==> src/steer_fb_regs.svh <==
// Register offsets, field positions, reset values and timing counts for steer position feedback
`ifndef STEER_FB_REGS_SVH
`define STEER_FB_REGS_SVH
// Byte offsets on the register bus
`define FB_CTRL_ADR    8'h00
`define FB_LEFT_ADR    8'h04
`define FB_CENTER_ADR  8'h08
`define FB_RIGHT_ADR   8'h0c
`define FB_FMIN_ADR    8'h10
`define FB_FMAX_ADR    8'h14
`define FB_LSTOP_ADR   8'h18
`define FB_RSTOP_ADR   8'h1c
`define FB_STEPS_ADR   8'h20
`define FB_OFFSET_ADR  8'h24
`define FB_STATUS_ADR  8'h28
`define FB_MASK_ADR    8'h2c
`define FB_POS_ADR     8'h30
`define FB_ANGLE_ADR   8'h34
// Control fields
`define FB_TYPE_LSB    0
`define FB_REDUND_BIT  2
`define FB_SWAP_BIT    3
`define FB_CHECK_BIT   4
// Status and mask layout
`define FB_ST_W        7
`define FB_ST_ENC_LSB  4
`define FB_ST_HOME_BIT 6
// Reset values
`define FB_CTRL_RST    5'h00
`define FB_LEFT_RST    13'h01f4
`define FB_CENTER_RST  13'h09c4
`define FB_RIGHT_RST   13'h1194
`define FB_FMIN_RST    13'h00c8
`define FB_FMAX_RST    13'h12c0
`define FB_LSTOP_RST   16'hfc7c
`define FB_RSTOP_RST   16'h0384
`define FB_STEPS_RST   12'h280
`define FB_OFFSET_RST  16'h0000
`define FB_MASK_RST    7'h00
// Limits of settable values
`define FB_VOLT_MAX    13'h1388
`define FB_STEPS_MIN   12'h014
`define FB_STEPS_MAX   12'ha00
`define FB_OFFSET_MAX  16'h0708
// Encoder residue added per counted event, tenths of a degree times steps; edges counted before an open phase is flagged
`define FB_QUAD_INC    20'sh02328
`define FB_POL_INC     20'sh08ca0
`define FB_OPEN_EDGES  3'h4
// Timing
`define FB_CLK_HZ      200000000
`define FB_FAULT_MS    60
`define FB_FAULT_CYC   ((`FB_CLK_HZ / 1000) * `FB_FAULT_MS)
`endif

==> src/steer_fb_pkg.sv <==
// Types shared by the steer position feedback logic
package steer_fb_pkg;
  typedef enum logic [1:0] {
    FB_ANALOG   = 2'h0,
    FB_POLARITY = 2'h1,
    FB_QUAD     = 2'h2
  } fb_type_t;
  typedef enum logic [2:0] {
    DIV_IDLE = 3'b001,
    DIV_RUN  = 3'b010,
    DIV_DONE = 3'b100
  } div_state_t;
endpackage

==> src/steer_position_feedback.sv <==
// Steered-wheel position feedback: analog map, window faults, encoder scaling, homing zero
// Overview of operation
// - Redundancy off reads primary only, on both
// - Left, centre, right voltages held, 0-5 V
// - Voltage maps to stop angles, centre zero
// - Map slope may run either way
// - Fault after 60 ms below minimum
// - Fault after 60 ms above maximum
// - Encoder scaled by pulses per rev, 2-256
// - Direction swap inverts encoder sign
// - Encoder check only for quadrature type
// - Detect single open phase line A or B
// - Zero equals home plus signed centre offset
// - Encoder positions referenced to offset-adjusted zero
// - Type selects analog, polarity or quadrature
//
// The register offsets and the Wishbone register port were left to the implementer.
`timescale 1ns/1ps
`default_nettype none
`include "steer_fb_regs.svh"

module steer_position_feedback
  import steer_fb_pkg::*;
#(
  parameter int unsigned FAULT_CYCLES = `FB_FAULT_CYC
) (
  input  wire logic        i_ref_clk,
  input  wire logic        i_rst_n,
  input  wire logic        i_wb_cyc,
  input  wire logic        i_wb_stb,
  input  wire logic        i_wb_we,
  input  wire logic [7:0]  i_wb_adr,
  input  wire logic [3:0]  i_wb_sel,
  input  wire logic [31:0] i_wb_dat,
  output logic      [31:0] o_wb_dat,
  output logic             o_wb_ack,
  input  wire logic [12:0] i_pos1_mv,
  input  wire logic [12:0] i_pos2_mv,
  input  wire logic        i_adc_valid,
  input  wire logic        i_enc_a,
  input  wire logic        i_enc_b,
  input  wire logic        i_home_done,
  output logic      [23:0] o_wheel_pos,
  output logic             o_fault,
  output logic             o_irq
);
  localparam logic [23:0] FLT_N = 24'(FAULT_CYCLES);

  logic [4:0]                ctrl;
  logic [12:0]               cal_left;
  logic [12:0]               cal_center;
  logic [12:0]               cal_right;
  logic [12:0]               flt_min;
  logic [12:0]               flt_max;
  logic signed [15:0]        stop_left;
  logic signed [15:0]        stop_right;
  logic signed [15:0]        ctr_offset;
  logic [11:0]               enc_steps;
  logic [`FB_ST_W-1:0]       status;
  logic [`FB_ST_W-1:0]       irq_mask;
  logic [31:0]               rdata;
  logic signed [23:0]        angle;
  logic signed [23:0]        zero;

  // Bus decode; a request is taken once, the cycle before ack
  wire        bus_req = i_wb_cyc & i_wb_stb & ~o_wb_ack;
  wire        bus_wr  = bus_req & i_wb_we;
  wire [31:0] lane    = {{8{i_wb_sel[3]}}, {8{i_wb_sel[2]}}, {8{i_wb_sel[1]}}, {8{i_wb_sel[0]}}};
  wire [31:0] wdat    = i_wb_dat & lane;
  function automatic logic [31:0] merge(input logic [31:0] old);
    merge = (old & ~lane) | wdat;
  endfunction
  // Out-of-range settings are pinned so the datapath never sees them
  function automatic logic [12:0] lim_mv(input logic [31:0] v);
    lim_mv = (v > {19'h0, `FB_VOLT_MAX}) ? `FB_VOLT_MAX : v[12:0];
  endfunction
  function automatic logic [11:0] lim_steps(input logic [31:0] v);
    if (v < {20'h0, `FB_STEPS_MIN}) lim_steps = `FB_STEPS_MIN;
    else if (v > {20'h0, `FB_STEPS_MAX}) lim_steps = `FB_STEPS_MAX;
    else lim_steps = v[11:0];
  endfunction
  function automatic logic [15:0] lim_off(input logic [31:0] v);
    logic signed [15:0] s;
    s = $signed(v[15:0]);
    if (s > $signed(`FB_OFFSET_MAX)) lim_off = `FB_OFFSET_MAX;
    else if (s < -$signed(`FB_OFFSET_MAX)) lim_off = 16'(-$signed(`FB_OFFSET_MAX));
    else lim_off = v[15:0];
  endfunction
  // Configuration registers
  always_ff @(posedge i_ref_clk or negedge i_rst_n) begin
    if (!i_rst_n) begin
      ctrl       <= `FB_CTRL_RST;
      cal_left   <= `FB_LEFT_RST;
      cal_center <= `FB_CENTER_RST;
      cal_right  <= `FB_RIGHT_RST;
      flt_min    <= `FB_FMIN_RST;
      flt_max    <= `FB_FMAX_RST;
      stop_left  <= `FB_LSTOP_RST;
      stop_right <= `FB_RSTOP_RST;
      enc_steps  <= `FB_STEPS_RST;
      ctr_offset <= `FB_OFFSET_RST;
      irq_mask   <= `FB_MASK_RST;
    end else if (bus_wr) begin
      case (i_wb_adr)
        `FB_CTRL_ADR:   ctrl       <= 5'(merge({27'h0, ctrl}));
        `FB_LEFT_ADR:   cal_left   <= lim_mv(merge({19'h0, cal_left}));
        `FB_CENTER_ADR: cal_center <= lim_mv(merge({19'h0, cal_center}));
        `FB_RIGHT_ADR:  cal_right  <= lim_mv(merge({19'h0, cal_right}));
        `FB_FMIN_ADR:   flt_min    <= lim_mv(merge({19'h0, flt_min}));
        `FB_FMAX_ADR:   flt_max    <= lim_mv(merge({19'h0, flt_max}));
        `FB_LSTOP_ADR:  stop_left  <= 16'(merge({16'h0, stop_left}));
        `FB_RSTOP_ADR:  stop_right <= 16'(merge({16'h0, stop_right}));
        `FB_STEPS_ADR:  enc_steps  <= lim_steps(merge({20'h0, enc_steps}));
        `FB_OFFSET_ADR: ctr_offset <= lim_off(merge({16'h0, ctr_offset}));
        `FB_MASK_ADR:   irq_mask   <= 7'(merge({25'h0, irq_mask}));
        default:        ctrl       <= ctrl;
      endcase
    end
  end
  // Control field decode
  fb_type_t fb_type;
  assign fb_type = fb_type_t'(ctrl[`FB_TYPE_LSB +: 2]);
  wire is_analog = fb_type == FB_ANALOG;
  wire is_quad   = fb_type == FB_QUAD;
  wire is_pol    = fb_type == FB_POLARITY;
  wire redund    = ctrl[`FB_REDUND_BIT];
  wire swap      = ctrl[`FB_SWAP_BIT];
  wire chk_on    = is_quad & ctrl[`FB_CHECK_BIT];
  // Samples start at centre, so no window count runs before the first conversion
  logic [12:0] smp1;
  logic [12:0] smp2;
  logic        smp_new;
  always_ff @(posedge i_ref_clk or negedge i_rst_n) begin
    if (!i_rst_n) begin
      smp1    <= `FB_CENTER_RST;
      smp2    <= `FB_CENTER_RST;
      smp_new <= 1'b0;
    end else begin
      smp_new <= i_adc_valid & is_analog;
      if (i_adc_valid) smp1 <= i_pos1_mv;
      if (i_adc_valid && redund) smp2 <= i_pos2_mv;
    end
  end
  // Window checks: index 0/1 primary low/high, 2/3 secondary low/high
  logic [3:0] flt_evt;
  logic [3:0] flt_lvl;
  genvar gi;
  generate
    for (gi = 0; gi < 4; gi++) begin : g_win
      wire [12:0]  s      = (gi < 2) ? smp1 : smp2;
      wire         active = is_analog & ((gi < 2) | redund);
      wire         lo     = s < flt_min;
      wire         hi     = s > flt_max;
      wire         cond   = active & (((gi % 2) == 0) ? lo : hi);
      logic [23:0] cnt;
      // Any sample back inside the window restarts the count
      always_ff @(posedge i_ref_clk or negedge i_rst_n) begin
        if (!i_rst_n) cnt <= 24'h0;
        else if (!cond) cnt <= 24'h0;
        else if (cnt != FLT_N) cnt <= cnt + 24'h1;
      end
      assign flt_evt[gi] = cond & (cnt == FLT_N - 24'h1);
      assign flt_lvl[gi] = cnt == FLT_N;
    end
  endgenerate
  // Segment choice by sign lets either end voltage be the higher one
  wire signed [13:0] d_v   = $signed({1'b0, smp1}) - $signed({1'b0, cal_center});
  wire signed [13:0] d_r   = $signed({1'b0, cal_right}) - $signed({1'b0, cal_center});
  wire signed [13:0] d_l   = $signed({1'b0, cal_left}) - $signed({1'b0, cal_center});
  wire               side_r = d_v[13] == d_r[13];
  wire signed [13:0] d_e   = side_r ? d_r : d_l;
  wire signed [15:0] stop  = side_r ? stop_right : stop_left;
  wire [12:0]        abs_v = d_v[13] ? 13'(-d_v) : d_v[12:0];
  wire [12:0]        abs_e = d_e[13] ? 13'(-d_e) : d_e[12:0];
  wire [14:0]        abs_s = stop[15] ? 15'(-stop) : stop[14:0];
  wire               clamp = (abs_v >= abs_e) && (abs_v != 13'h0);
  wire [27:0]        num   = abs_v * abs_s;
  // Restoring divider, one quotient bit per clock; a sample during a run is skipped
  div_state_t         dstate;
  logic [27:0]        quo;
  logic [13:0]        rem;
  logic [12:0]        den;
  logic [4:0]         dcnt;
  logic               dneg;
  logic signed [15:0] ana_pos;
  wire [13:0]         rem_sh = {rem[12:0], quo[27]};
  wire                rem_ge = rem_sh >= {1'b0, den};
  always_ff @(posedge i_ref_clk or negedge i_rst_n) begin
    if (!i_rst_n) begin
      dstate  <= DIV_IDLE;
      quo     <= 28'h0;
      rem     <= 14'h0;
      den     <= 13'h0;
      dcnt    <= 5'h0;
      dneg    <= 1'b0;
      ana_pos <= 16'sh0;
    end else begin
      case (dstate)
        DIV_IDLE: begin
          if (smp_new && clamp) begin
            ana_pos <= stop;
          end else if (smp_new) begin
            quo    <= num;
            rem    <= 14'h0;
            den    <= abs_e;
            dneg   <= stop[15];
            dcnt   <= 5'h1b;
            dstate <= DIV_RUN;
          end
        end
        DIV_RUN: begin
          quo  <= {quo[26:0], rem_ge};
          rem  <= rem_ge ? rem_sh - {1'b0, den} : rem_sh;
          dcnt <= dcnt - 5'h1;
          if (dcnt == 5'h0) dstate <= DIV_DONE;
        end
        DIV_DONE: begin
          ana_pos <= dneg ? 16'(-quo[15:0]) : quo[15:0];
          dstate  <= DIV_IDLE;
        end
        default: dstate <= DIV_IDLE;
      endcase
    end
  end
  // Encoder pins pass two flops; a third holds the previous level for edges
  logic a_s1;
  logic a_s2;
  logic a_q;
  logic b_s1;
  logic b_s2;
  logic b_q;
  always_ff @(posedge i_ref_clk or negedge i_rst_n) begin
    if (!i_rst_n) begin
      {a_s1, a_s2, a_q} <= 3'h0;
      {b_s1, b_s2, b_q} <= 3'h0;
    end else begin
      {a_s1, a_s2, a_q} <= {i_enc_a, a_s1, a_s2};
      {b_s1, b_s2, b_q} <= {i_enc_b, b_s1, b_s2};
    end
  end
  wire a_edge = a_s2 ^ a_q;
  wire b_edge = b_s2 ^ b_q;
  // Both phases moving at once is illegal in quadrature and is not counted
  wire q_step = is_quad & (a_edge ^ b_edge);
  wire p_step = is_pol & a_edge & a_s2;
  wire dir_up = (is_quad ? (a_s2 ^ b_q) : b_s2) ^ swap;
  // Residue scaling avoids a divider; it drains one degree tenth per clock
  logic signed [19:0] resid;
  wire signed [19:0]  inc   = is_quad ? `FB_QUAD_INC : `FB_POL_INC;
  wire signed [19:0]  r_add = resid + ((q_step | p_step) ? (dir_up ? inc : -inc) : 20'sh0);
  wire signed [19:0]  stp   = $signed({8'h0, enc_steps});
  wire                r_up  = r_add >= stp;
  wire                r_dn  = r_add <= -stp;
  always_ff @(posedge i_ref_clk or negedge i_rst_n) begin
    if (!i_rst_n) begin
      resid <= 20'sh0;
      angle <= 24'sh0;
    end else begin
      resid <= r_up ? r_add - stp : (r_dn ? r_add + stp : r_add);
      if (r_up) angle <= angle + 24'sh1;
      else if (r_dn) angle <= angle - 24'sh1;
    end
  end
  // Homing captures the zero; later positions are taken against it
  always_ff @(posedge i_ref_clk or negedge i_rst_n) begin
    if (!i_rst_n) zero <= 24'sh0;
    else if (i_home_done) zero <= angle + {{8{ctr_offset[15]}}, ctr_offset};
  end
  wire signed [23:0] enc_pos = angle - zero;
  // Open phase: one line keeps toggling while the other stays still
  wire [1:0] ph_edge = {b_edge, a_edge};
  logic [1:0] open_evt;
  genvar gj;
  generate
    for (gj = 0; gj < 2; gj++) begin : g_open
      logic [2:0] run;
      always_ff @(posedge i_ref_clk or negedge i_rst_n) begin
        if (!i_rst_n) run <= 3'h0;
        else if (!chk_on || ph_edge[1-gj]) run <= 3'h0;
        else if (ph_edge[gj] && run != `FB_OPEN_EDGES) run <= run + 3'h1;
      end
      assign open_evt[gj] = chk_on & ph_edge[gj] & ~ph_edge[1-gj]
                          & (run == `FB_OPEN_EDGES - 3'h1);
    end
  endgenerate
  // Sticky status; an event in the clearing cycle survives
  wire [`FB_ST_W-1:0] evt         = {i_home_done, open_evt, flt_evt};
  wire                st_wr       = bus_wr & (i_wb_adr == `FB_STATUS_ADR);
  wire [`FB_ST_W-1:0] st_clr      = st_wr ? wdat[`FB_ST_W-1:0] : 7'h00;
  wire [`FB_ST_W-1:0] next_status = (status & ~st_clr) | evt;
  always_ff @(posedge i_ref_clk or negedge i_rst_n) begin
    if (!i_rst_n) begin
      status      <= 7'h00;
      o_irq       <= 1'b0;
      o_fault     <= 1'b0;
      o_wheel_pos <= 24'h0;
    end else begin
      status      <= next_status;
      o_irq       <= |(next_status & irq_mask);
      o_fault     <= (|flt_lvl) | (|next_status[`FB_ST_ENC_LSB +: 2]);
      o_wheel_pos <= is_analog ? {{8{ana_pos[15]}}, ana_pos} : enc_pos;
    end
  end
  // Read selection; unmapped offsets read zero
  always_comb begin
    case (i_wb_adr)
      `FB_CTRL_ADR:   rdata = {27'h0, ctrl};
      `FB_LEFT_ADR:   rdata = {19'h0, cal_left};
      `FB_CENTER_ADR: rdata = {19'h0, cal_center};
      `FB_RIGHT_ADR:  rdata = {19'h0, cal_right};
      `FB_FMIN_ADR:   rdata = {19'h0, flt_min};
      `FB_FMAX_ADR:   rdata = {19'h0, flt_max};
      `FB_LSTOP_ADR:  rdata = {{16{stop_left[15]}}, stop_left};
      `FB_RSTOP_ADR:  rdata = {{16{stop_right[15]}}, stop_right};
      `FB_STEPS_ADR:  rdata = {20'h0, enc_steps};
      `FB_OFFSET_ADR: rdata = {{16{ctr_offset[15]}}, ctr_offset};
      `FB_STATUS_ADR: rdata = {25'h0, status};
      `FB_MASK_ADR:   rdata = {25'h0, irq_mask};
      `FB_POS_ADR:    rdata = {{8{o_wheel_pos[23]}}, o_wheel_pos};
      `FB_ANGLE_ADR:  rdata = {{8{angle[23]}}, angle};
      default:        rdata = 32'h0;
    endcase
  end
  // Every access, mapped or not, is answered one cycle after it is seen
  always_ff @(posedge i_ref_clk or negedge i_rst_n) begin
    if (!i_rst_n) begin
      o_wb_ack <= 1'b0;
      o_wb_dat <= 32'h0;
    end else begin
      o_wb_ack <= bus_req;
      if (bus_req) o_wb_dat <= rdata;
    end
  end
endmodule
`default_nettype wire

==> config.mk <==
export PLATFORM = sky130hd
export DESIGN_NAME = steer_position_feedback
export DESIGN_NICKNAME = d
export VERILOG_FILES = /design/src/steer_fb_pkg.sv /design/src/steer_position_feedback.sv
export VERILOG_INCLUDE_DIRS = /design/src
export SDC_FILE = /design/constraint.sdc
export NUM_CORES = 2
export LEC_CHECK = 0
export ABC_AREA = 1
export BUFFER_PORTS_ARGS = -buffer_cell sky130_fd_sc_hd__buf_4
export CORE_MARGIN = 3
export CORE_UTILIZATION = 40
export DETAILED_ROUTE_END_ITERATION = 10
export PLACE_DENSITY = 0.65
export SETUP_SLACK_MARGIN = 0.1
export SLEW_MARGIN = 20
export SYNTH_ARGS = -nofsm -noshare
export SYNTH_HDL_FRONTEND = slang
export SYNTH_SLANG_ARGS = --single-unit
==> constraint.sdc <==
create_clock -name i_ref_clk -period 17.01 [get_ports i_ref_clk]
set_clock_uncertainty 0.2 [all_clocks]
set_input_delay 3.402 -clock i_ref_clk [delete_from_list [all_inputs] [get_ports i_ref_clk]]
set_output_delay 3.402 -clock i_ref_clk [all_outputs]
set_load 0.01 [all_outputs]
==> impl_metrics.yaml <==
global_route:
  grt_max_degree: 145
  grt_use_met2: 0.3758
  grt_util_met1: 0.3504
  met3_usage: 0.04442
  grt_pass1_vias: 36347
  antenna_found_initial: 1
  grt_most_used_layer: "met2"
  overflow: 0
  grt.total_usage: 0.2439
  grt_pass1_wl_um: 206000
clock_network:
  cts_hold_buf: 0
  cts_root_buf: "clkbuf_16"
  cts.sink_count: 477
  post_cts_buffers: 0
  clk_path_buf_depth: 3
  htreeDepth: 2
  clkSlewWorstSetupHoldPaths_ns: 0.06
  cts_buffers: 58
  cts_tree: "yes"
  clk-insertion-delay-late_ns: 0.66
  cts_resized: 0
logic_synthesis:
  yosys.area_share.simple: 0.2384
  synth-xor-area-share: 0.03818
  synth_edf_count: 0
  syn_area_um2: 40770
  synthCells: 5502
  synth_top_family_by_area: "simple AND/OR/NAND/NOR gates"
  synth.area.mux_share: 0.003836
  ys.flop_type: "dfrtp_1"
  synth_cell_types: 76
  ys_seq_area_frac: 0.2943
  yosysWarnings: 0
  synth.avg_cell_area_um2: 7.410
  synth_compound_area_frac: 0.1511
  ys_seq_elements: 477
  yosys.area_share.adder: 0.1795
  synth-async-reset-ratio: 1.000
  synth_fp_nets: 6074
final_layout:
  drive_gt1_frac: 0.07619
  area_delta_synth_final_pct: 10.36
  register_area_um2: 12000
  multi_input_area_um2: 24940
  fillerInstances: 10100
  nets: 6155
sta:
  period_share: 0.5632
  worst_pin_slew_ns: 1.182
  hold_viol: 0
  slew_headroom: 0.2034
  drv_slew: 0
  whs_ns: 0.1533
  clock.fmax_mhz: 104.4
  fin_tns_setup_ns: 0
  timing.final.crit_period_ns: 9.581
  setup_violations: 0
  grt_setup_unrepaired: "false"
placement:
  port_buffers: 137
  gp_congestion: 0.9762
  hpwl_um: 103800
worst_setup_path:
  required_ns: 17.39
  slowest_delay_ns: 0.56
  cp-startpoint: "cal_center[2]"
  rrSetupSlack_ns: 7.43
  critical_path.endpoint_type: "register"
  crit_end: "quo[26]"
  r2r-end: "quo[26]"
  critPathMostFrequentCell: "nand2_1"
  start_kind: "register"
  critPathSlowestCell: "fa_1"
  rr_worst_depth: 41
  path_class: "reg -> reg"
  cp_max_fo: 47
  r2r_start: "cal_center[2]"
  arrival_ns: 9.96
detailed_routing:
  routed_wl_um: 131200
  drt-pass1-iter-count: 7
  wl_per_cell_um: 18.77
  ant_nets: 0
  route.detailed.drc: 0
  num_vias: 37963
  via_per_inst: 5.431
  drtIter0Drc: 3370
die:
  row_count: 116
  core-area_um2: 100600
  die-area_um2: 105800
  ios: 138
  dieWidth_um: 325.3
  fp.dieH_um: 325.3
  initial_core_util: 0.4053
pwr:
  irDropWorstVdd_uv: 357.8
  p_per_area_nw_per_um2: 186.3
  p_leak_nw: 22.55
run_status:
  outcome: "complete, no violations"
worst_hold_path:
  min_path_type: "reg -> reg"
job:
  cap_viol_max_count: 0
-- cell usage in the layout, fill, tap and decap left out, drive strengths merged, types with 20 or more instances in the layout --
cell	count
nand2	1226
inv	827
nor2	471
dfrtp	426
o21ai	395
a21oi	379
ha	340
nand3	319
buf	163
fa	153
xor2	124
o22ai	107
nor3	107
clkbuf	87
nand4	67
xnor2	52
dfstp	51
a221oi	41
a31oi	33
nor4	30
or2	27
clkinv	22
o211ai	20
-- layout make-up --
type	instances	share of cell area
antenna	2	0.0001112
tap	1357	0.03774
clock buffer	87	0.03782
timing repair buffer	163	0.02764
multi-input combinational	4047	0.5543
sequential	477	0.2667
clock inverter	21	0.005784
inverter	836	0.06986
-- critical path, delay by kind of cell (launching register included) --
kind                     cells  cell delay, ns
buffers and inverters        5            0.48
adder cells (fa/ha/maj)      8            3.62
flip-flops                   1            0.52
AO/OA/AOI/OAI                8            1.54
AND/OR/NAND/NOR             20            3.09
-- cell families after synthesis --
logic type / after synthesis
compound gates: 1080
xor+xnor: 176
fa+ha+maj: 493
buf+inv: 978
flops: 477
mux: 14
simple gates: 2284
-- through the flow --
step	utilization	instances	setup slack (ns)	cell area, um2	power [mW]
finish	0.4473	6990	7.429	44990	8.382
global route	0.4473	6988	6.729	44990	9.358
CTS	0.4471	6988	7.528	44970	8.392
detailed placement	0.4276	6880	7.558	43010	7.065
global placement	0.4276	6880	7.747	43010	6.991
floorplan	-	5502	9.092	40770	5.772
-- flip-flops by register name, summed over array words and instances, names as in the netlist, 16 cells and up, named ones only --
signal / cells
o_wb_dat: 24
g_win.cnt: 96
zero: 24
quo: 28
ana_pos: 16
g_win.s: 26
resid: 20
ctr_offset: 16
angle: 24
o_wheel_pos: 24
-- how the worst min path moves through the flow --
stage	start	slack, ns	depth (start not counted)	to
2_1_floorplan	a_s1	0.13	0	a_s2
6_report	a_s1	0.15	0	a_s2
3_5_place_dp	a_s1	0.15	0	a_s2
4_1_cts	a_s1	0.16	0	a_s2
5_1_grt	a_s1	0.16	0	a_s2
3_3_place_gp	a_s1	0.14	0	a_s2
-- where the power goes --
| group | leakage (nW) | switching, mW | total (mW) | internal, mW |
|---|---|---|---|---|
| clock | 0.961 | 0.527 | 1.29 | 0.765 |
| sequential | 5.85 | 0.214 | 1.55 | 1.33 |
| combinational | 15.7 | 3.44 | 5.54 | 2.10 |
| total | 22.5 | 4.19 | 8.38 | 4.20 |
-- synth_stat cells (all sizes together), types with 5 or more instances --
library cell,count,area [um2]
nor3b,11,82.58
o21ai,395,2011
a211oi,12,90.09
a22oi,8,60.06
nand3,319,1632
clkinv,11,41.29
inv,825,3102
nor4,30,187.7
nand3b,12,93.84
buf,46,357.8
or2,27,168.9
nor3,107,540.5
xnor2,52,463.0
o2111ai,5,43.79
a22o,6,52.55
dfstp,51,1340
o31ai,11,92.58
o211ai,20,150.1
clkbuf,96,360.4
dfrtp,426,10660
fa,153,3063
nor2,471,1800
o21bai,14,105.1
o22ai,107,669.4
nand2,1226,4702
a21o,16,120.1
a21oi,379,1919
xor2,124,1094
a31oi,33,206.5
o21a,8,60.06
nand4,67,419.2
and3,6,37.54
ha,340,4254
a221oi,41,359.1
mux2,13,146.4
o221ai,5,43.79
-- layer usage --
metal / vias up / share of wire
met5: - / 0.000099
met1: 18091 / 0.46
met4: 2 / 0.028
li1: 18329 / -
met2: 1304 / 0.43
met3: 237 / 0.080
Note: power is estimated with default switching activity, not from simulation.
